--- config.mk ---
export PLATFORM = sky130hd
export DESIGN_NAME = cpod_port_ops
export DESIGN_NICKNAME = d
export VERILOG_FILES = /design/src/cpod_pkg.sv /design/src/cpod_dec_if.sv /design/src/cpod_decoder.sv /design/src/cpod_port_ops.sv
export VERILOG_INCLUDE_DIRS = /design/src
export SDC_FILE = /design/constraint.sdc
export NUM_CORES = 1
export LEC_CHECK = 0
export BUFFER_PORTS_ARGS = -buffer_cell sky130_fd_sc_hd__buf_2
export CORE_AREA = 2 2 51 53
export CTS_CLUSTER_DIAMETER = 120
export CTS_CLUSTER_SIZE = 25
export DETAILED_ROUTE_END_ITERATION = 7
export DIE_AREA = 0 0 53 55
export GPL_TIMING_DRIVEN = 0
export PLACE_DENSITY = 0.74
export SETUP_SLACK_MARGIN = 0.5
export SYNTH_ARGS = -nofsm -noshare
export SYNTH_HDL_FRONTEND = slang
export SYNTH_SLANG_ARGS = --single-unit
--- constraint.sdc ---
create_clock -name clk -period 3.23 [get_ports clk]
set_input_delay 0.323 -clock clk [delete_from_list [all_inputs] [get_ports clk]]
set_output_delay 0.323 -clock clk [all_outputs]
set_load 0.03 [all_outputs]
--- src/cpod_defines.svh ---
`ifndef CPOD_DEFINES_SVH
`define CPOD_DEFINES_SVH

// instruction encodings, 10-bit words
`define CPOD_IDLE_CODE 10'h000
`define CPOD_FSEL_MASK 10'h3FC
`define CPOD_FSEL_CODE 10'h048
`define CPOD_PORT0_CODE 10'h220
`define CPOD_PORT1_CODE 10'h221
`define CPOD_PORT2_CODE 10'h222
`define CPOD_PORT3_CODE 10'h223
`define CPOD_OR_CODE 10'h019

// reset values
`define CPOD_ACC_RST 4'h0
`define CPOD_FILE_RST 2'h0
`define CPOD_PORT4_RST 4'h0
`define CPOD_PORT2_RST 2'h0

`endif

--- src/cpod_pkg.sv ---
package cpod_pkg;

  typedef enum logic [2:0] {
    CPOD_OP_NONE = 3'b000,
    CPOD_OP_FSEL = 3'b001,
    CPOD_OP_IDLE = 3'b010,
    CPOD_OP_OUT0 = 3'b011,
    CPOD_OP_OUT1 = 3'b100,
    CPOD_OP_OUT2 = 3'b101,
    CPOD_OP_OUT3 = 3'b110,
    CPOD_OP_OR = 3'b111
  } cpod_op_e;

endpackage : cpod_pkg

--- src/cpod_dec_if.sv ---
`timescale 1ns/1ps
`default_nettype none

interface cpod_dec_if;
  import cpod_pkg::*;
  logic [9:0] word;
  logic valid;
  cpod_op_e op;
  logic [1:0] imm;

  modport dec (input word, input valid, output op, output imm);
  modport core (output word, output valid, input op, input imm);
endinterface : cpod_dec_if

`default_nettype wire

--- src/cpod_decoder.sv ---
`timescale 1ns/1ps
`default_nettype none
`include "cpod_defines.svh"

module cpod_decoder
  import cpod_pkg::*;
(
  cpod_dec_if.dec bus
);

  always_comb
  begin
    bus.imm = bus.word[1:0];
    if (!bus.valid)
    begin
      bus.op = CPOD_OP_NONE;
    end
    else
    begin
      case (bus.word)
        `CPOD_IDLE_CODE: bus.op = CPOD_OP_IDLE;
        `CPOD_PORT0_CODE: bus.op = CPOD_OP_OUT0;
        `CPOD_PORT1_CODE: bus.op = CPOD_OP_OUT1;
        `CPOD_PORT2_CODE: bus.op = CPOD_OP_OUT2;
        `CPOD_PORT3_CODE: bus.op = CPOD_OP_OUT3;
        `CPOD_OR_CODE: bus.op = CPOD_OP_OR;
        default:
        begin
          if ((bus.word & `CPOD_FSEL_MASK) == `CPOD_FSEL_CODE)
          begin
            bus.op = CPOD_OP_FSEL;
          end
          else
          begin
            bus.op = CPOD_OP_NONE;
          end
        end
      endcase
    end
  end

endmodule : cpod_decoder

`default_nettype wire

--- src/cpod_port_ops.sv ---
`timescale 1ns/1ps
`default_nettype none
`include "cpod_defines.svh"


module cpod_port_ops
  import cpod_pkg::*;
(
  input wire logic clk,
  input wire logic rst,
  input wire logic [9:0] instr_word,
  input wire logic instr_valid,
  input wire logic [3:0] acc_in,
  input wire logic [3:0] mem_rdata,
  output logic pc_inc,
  output logic acc_we,
  output logic [3:0] acc_wdata,
  output logic file_select_we,
  output logic skip_next,
  output logic carry_we,
  output logic [1:0] file_select,
  output logic [3:0] output_port_zero,
  output logic [3:0] output_port_one,
  output logic [1:0] output_port_two,
  output logic [1:0] output_port_three
);

  // ----------------------------------------------------------------
  // decode
  // ----------------------------------------------------------------
  cpod_dec_if dec_bus ();
  cpod_op_e op;

  assign dec_bus.word = instr_word;
  assign dec_bus.valid = instr_valid;
  assign op = dec_bus.op;

  cpod_decoder u_dec (
    .bus(dec_bus)
  );

  // ----------------------------------------------------------------
  // state
  // ----------------------------------------------------------------
  logic [1:0] file_reg, file_next;
  logic [3:0] port0_reg, port0_next;
  logic [3:0] port1_reg, port1_next;
  logic [1:0] port2_reg, port2_next;
  logic [1:0] port3_reg, port3_next;
  logic [3:0] acc_reg, acc_next;
  logic acc_we_reg, acc_we_next;
  logic fs_we_reg, fs_we_next;

  always_comb
  begin
    file_next = file_reg;
    port0_next = port0_reg;
    port1_next = port1_reg;
    port2_next = port2_reg;
    port3_next = port3_reg;
    acc_next = acc_reg;
    acc_we_next = 1'b0;
    fs_we_next = 1'b0;
    case (op)
      CPOD_OP_FSEL:
      begin
        file_next = dec_bus.imm;
        fs_we_next = 1'b1;
      end
      CPOD_OP_IDLE:
      begin
        // nothing but the pc step
        file_next = file_reg;
      end
      CPOD_OP_OUT0:
      begin
        port0_next = acc_in;
      end
      CPOD_OP_OUT1:
      begin
        port1_next = acc_in;
      end
      CPOD_OP_OUT2:
      begin
        port2_next = acc_in[1:0];
      end
      CPOD_OP_OUT3:
      begin
        port3_next = acc_in[1:0];
      end
      CPOD_OP_OR:
      begin
        // single cycle result handed back to the core
        acc_next = acc_in | mem_rdata;
        acc_we_next = 1'b1;
      end
      default:
      begin
        acc_we_next = 1'b0;
      end
    endcase
  end

  always_ff @(posedge clk)
  begin
    if (rst)
    begin
      file_reg <= `CPOD_FILE_RST;
      port0_reg <= `CPOD_PORT4_RST;
      port1_reg <= `CPOD_PORT4_RST;
      port2_reg <= `CPOD_PORT2_RST;
      port3_reg <= `CPOD_PORT2_RST;
      acc_reg <= `CPOD_ACC_RST;
      acc_we_reg <= 1'b0;
      fs_we_reg <= 1'b0;
    end
    else
    begin
      file_reg <= file_next;
      port0_reg <= port0_next;
      port1_reg <= port1_next;
      port2_reg <= port2_next;
      port3_reg <= port3_next;
      acc_reg <= acc_next;
      acc_we_reg <= acc_we_next;
      fs_we_reg <= fs_we_next;
    end
  end

  // ----------------------------------------------------------------
  // outputs
  // ----------------------------------------------------------------
  // every decoded op is one word, so the pc steps once
  assign pc_inc = (op != CPOD_OP_NONE);
  // none of these ops touches carry or skips
  assign carry_we = 1'b0;
  assign skip_next = 1'b0;
  assign acc_we = acc_we_reg;
  assign acc_wdata = acc_reg;
  assign file_select_we = fs_we_reg;
  assign file_select = file_reg;
  assign output_port_zero = port0_reg;
  assign output_port_one = port1_reg;
  assign output_port_two = port2_reg;
  assign output_port_three = port3_reg;

endmodule : cpod_port_ops

`default_nettype wire

### Word-level counts from Yosys, hierarchy flattened

Index checks and enable logic that the tools add are counted.

| operators by class | value |
|---|---|
| multiplexer cells | 5 |
| eq/ne operators | 12 |
| reduce and logical (&&, ||, !) cells | 2 |
| bitwise operators | 1 |

Operator list:

| cell | count |
|---|---|
| $eq 10x10->1 const B | 4 |
| $pmux 3 s6 | 1 |
| $eq 3x3->1 const B | 4 |
| $eq 10x5->1 const B | 1 |
| $logic_not 10->1 | 1 |
| $eq 8x5->1 const B | 1 |
| $or 4x4->4 | 1 |
| $eq 3x1->1 const B | 1 |
| $eq 3x2->1 const B | 1 |
| $mux 1 | 3 |
| $mux 3 | 1 |
| $reduce_bool 3->1 | 1 |

| storage, ports and cells | value |
|---|---|
| input bits | 21 |
| flip-flop bits (word level) | 20 |

### Logic depth before layout (Yosys ltp)

| logic depth | value |
|---|---|
| word-level depth | 6 |
| mapped depth | 6 |
| mapped depth without buffers | 5 |

### Cells and area by module

From an unflattened synthesis, not the netlist that was laid out.

| unflattened totals | value |
|---|---|
| cell total of the unflattened synthesis | 106 |
| area, all modules | 1011.0 sq um |

Modules (own cells, without submodules):

| module | cells an instance | area an instance (sq um) | times used |
|---|---|---|---|
| cpod_port_ops | 85 | 862.1 | 1 |
| cpod_decoder | 21 | 148.9 | 1 |

### Least setup slack after synthesis

No wires, ideal clock.

| timing path | value |
|---|---|
| kind | input to output |
| start | input instr_word[8] |
| end | output pc_inc |
| data required time | 2.907 ns |
| stages | 6 |
| arrival | 1.760 ns |
| slack | 1.147 ns |
| path through | buf_6 or4b_4 nor3b_1 nor2_1 o31ai_1 o21a_1 |

| between the ends | value |
|---|---|
| cells in the longest elaborated chain, start to end | 5 |
| elaborated cells on any way between the ends | 11 |
| classes of those cells | eq/ne: 6; mux: 3; reduce/logical: 2 |

RTL lines:

| element | RTL line | text |
|---|---|---|
| start, declared | cpod_port_ops.sv:11 | `input wire logic [9:0] instr_word,` |
| $eq 8x5->1 (no line) | -- |  |
| $mux 1 | cpod_decoder.sv:29 | `` if ((bus.word & `CPOD_FSEL_MASK) == `CPOD_FSEL_CODE) `` |
| $pmux 3 s6 * | cpod_decoder.sv:20 | `case (bus.word)` |
| $mux 3 * | cpod_decoder.sv:14 | `if (!bus.valid)` |
| $reduce_bool 3->1 * | cpod_port_ops.sv:134 | `assign pc_inc = (op != CPOD_OP_NONE);` |
| end, declared | cpod_port_ops.sv:15 | `output logic pc_inc,` |

Mark *: on every way between the ends. The rest lies on a longest branch, timed or not.

### Final worst setup path

Ends and elaborated chain as after synthesis.

==> reports/results.tsv <==
metric	value	unit
per-cell routed wire length	13.3	um
IO Port Bufs	38	
Final period util	0.679	
commonest non-fill, non-tap cell in the layout	buf_2	
share of Yosys cell area claimed by the top area cell type	0.394	
ant diodes	0	
footprint of the multi-input gates	572	um^2
CTS Buf Count	3	
R2R depth	2	
Area Overhead vs Synth	28.0	%
fmax	456	MHz
register area	400	um^2
initial core utilization	0.430	
crit path kind	primary input to output port	
Fin. Hold Viols	0	
Hold Slack	0.283	ns
CTS clock-pin slew for the worst setup and hold paths	0.12	ns
Int Power	0.000392	W
Die Ht	55	um
r2r setup slk	2.56	ns
Max Cap Violations	0	
Die ar.	0.00292	mm^2
maximum fanout along the worst path	8	
share of layout cells above drive strength 1	0.362	
Slew Limit Fails	0	
Lkg Pwr	0.620	nW
synthesized cell area	0.00102	mm^2
switching share of total power	0.215	
TritonCTS clock tree	built	
RSZ-0062 raised after global routing	no	
Synth area leaders	dfxtp_1, mux2i_1, nor2_1, nor3_1, nand2b_1	
launch point of the critical path	instr_word[8]	
Comb pwr share	0.099	
status	complete, no violations	
Post-DP Area	0.00125	mm^2
Die W	53	um
Overall Global Routing Usage	0.176	
vias per std cell	5.41	
GP Congestion	0.754	
Crit Reg-Reg Startpoint	output_port_two[0]	
Worst-Margin Slew	0.491	ns
gr ovfl total	0	
initial DRC count	14	
number of setup buffers added after CTS	0	
Post-Route WL	2430	um
initial antenna violation count	0	
Root Buffer	clkbuf_4	
Worst Path Required	2.91	ns
Total Neg Setup Slack	0	ns
pwr dens	384	mW/mm^2
clock buffer depth	2	
vias in the first global route	908	
setup violators final	0	
Post-Route Skew	0	ns
Hold Buf Count CTS	0	
# DRC	0	
HP Class	primary input to flop	
Peak VDD IR	0.000302	V
I/O pin count	44	
Clock power frac	0.407	
synthesis warning total	0	
first drt pass iteration count	4	
# fillers	222	
CTS resizes	0	
Tmin final	2.19	ns
NumNets Final	174	
Critical Path Sink	pc_inc	
Flop pwr share	0.494	
Sink Count	20	
Detailed Place HPWL	1850	um
FF-to-FF End	output_port_two[0]	
sequential-to-total area share from yosys stat	0.394	
total number of vias	984	
H-tree depth	1	
CP startpoint kind	primary input	
first-pass GRT wire length	3770	um
max_slew headroom	0.671	
crit end category	output port	
Synth cell types	36	
post-route ant nets	0	
Clock Latency Late Sink	0.30	ns
P_sw	0.000107	W
critical path arrival	1.87	ns
largest net degree at the start of global routing	13	
commonest non-fill, non-tap cells in the layout	buf_2, dfxtp_1, nor2_1, mux2i_1, nor3_1	
synthesized flop and latch total	20	
Syn Area/Cell	9.32	um^2
Rows	18	
CORE AREA	0.00236	mm^2
cell taking the most area after synthesis	dfxtp_1	
final non-filler cell area	0.00130	mm^2
Synth Instances	109	
-- how the worst min path moves through the flow --
stage                               startpoint                   end  slack [ns]  cells after the start
final                             mem_rdata[1]          acc_wdata[1]        0.28                      3
after global routing              mem_rdata[3]          acc_wdata[3]        0.28                      3
after CTS                         mem_rdata[0]          acc_wdata[0]        0.28                      3
after detailed placement  output_port_three[0]  output_port_three[0]        0.47                      2
after global placement    output_port_three[1]  output_port_three[1]        0.46                      2
after floorplan                      acc_in[2]    output_port_one[2]        0.47                      2
-- power by group through the flow --
stage	logic, W	clock network, W	registers (W)
finish	0.0000495	0.000203	0.000247
global route	0.0000537	0.000215	0.000247
CTS	0.0000492	0.000205	0.000247
detailed placement	0.0000492	0	0.000252
global placement	0.0000477	0	0.000252
floorplan	0.0000285	0	0.000252
-- worst max-delay path, cell delays in order --
cell	delay, ns
buf_6	0.12
or4b_4	0.57
nor3b_1	0.22
nor2_1	0.06
o31ai_1	0.23
o21a_1	0.16
buf_2	0.18
-- cells in the mapped netlist --
cell type,instances
nand3b_1,3
nor3b_1,1
inv_1,1
o2111ai_2,1
o21a_2,1
nand3_1,3
or4b_4,1
o21ai_0,4
a21oi_1,6
nor4_2,1
nor2_1,14
buf_4,2
nor4_1,4
and3_1,1
nor3_4,1
mux2i_1,10
buf_6,1
buf_2,2
or4bb_4,1
clkbuf_1,1
nor4b_4,1
nand4_1,2
nand2b_1,5
dfxtp_1,20
conb_1,1
o21ai_1,1
or3_1,1
nor3_1,9
o31ai_1,1
o21a_1,1
a311o_1,1
buf_1,1
nor4b_1,1
xor2_1,1
nand2_1,3
a311oi_4,1
-- metrics by stage --
| stage | utilization | setup slack [ns] | power, W | instances |
|---|---|---|---|---|
| after floorplan | - | 1.15 | 0.000281 | 110 |
| after global placement | 0.528 | 1.04 | 0.000300 | 178 |
| after detailed placement | 0.528 | 1.04 | 0.000301 | 178 |
| after CTS | 0.550 | 1.04 | 0.000501 | 182 |
| after global routing | 0.550 | 0.934 | 0.000515 | 182 |
| final | 0.550 | 1.04 | 0.000499 | 182 |
-- kinds of logic after synthesis --
kind of cell | count (synthesis) | share of synthesized area
xor gates and xnor gates | 1 | 0.00862
AOI/OAI and AO/OA | 17 | 0.128
and+or+nand+nor | 52 | 0.320
muxes | 10 | 0.0985
buffers and inverters | 8 | 0.0468
DFF | 20 | 0.394
other | 1 | 0.00369
-- layout make-up --
cell class,count,share of cell area
multi-input combinational,82,0.440
sequential,20,0.308
timing repair buffer,38,0.146
buffer,7,0.0337
tap,30,0.0289
clock inverter,1,0.0231
clock buffer,3,0.0173
inverter,1,0.00289
-- metal layers --
metal	GRT usage	wire, um	up-vias
li1	-	-	483
met1	0.203	1020	465
met2	0.302	1220	29
met3	0.0430	146	7
met4	0.0940	42	0
met5	0	0	-
(Power assumes the default switching activity.)
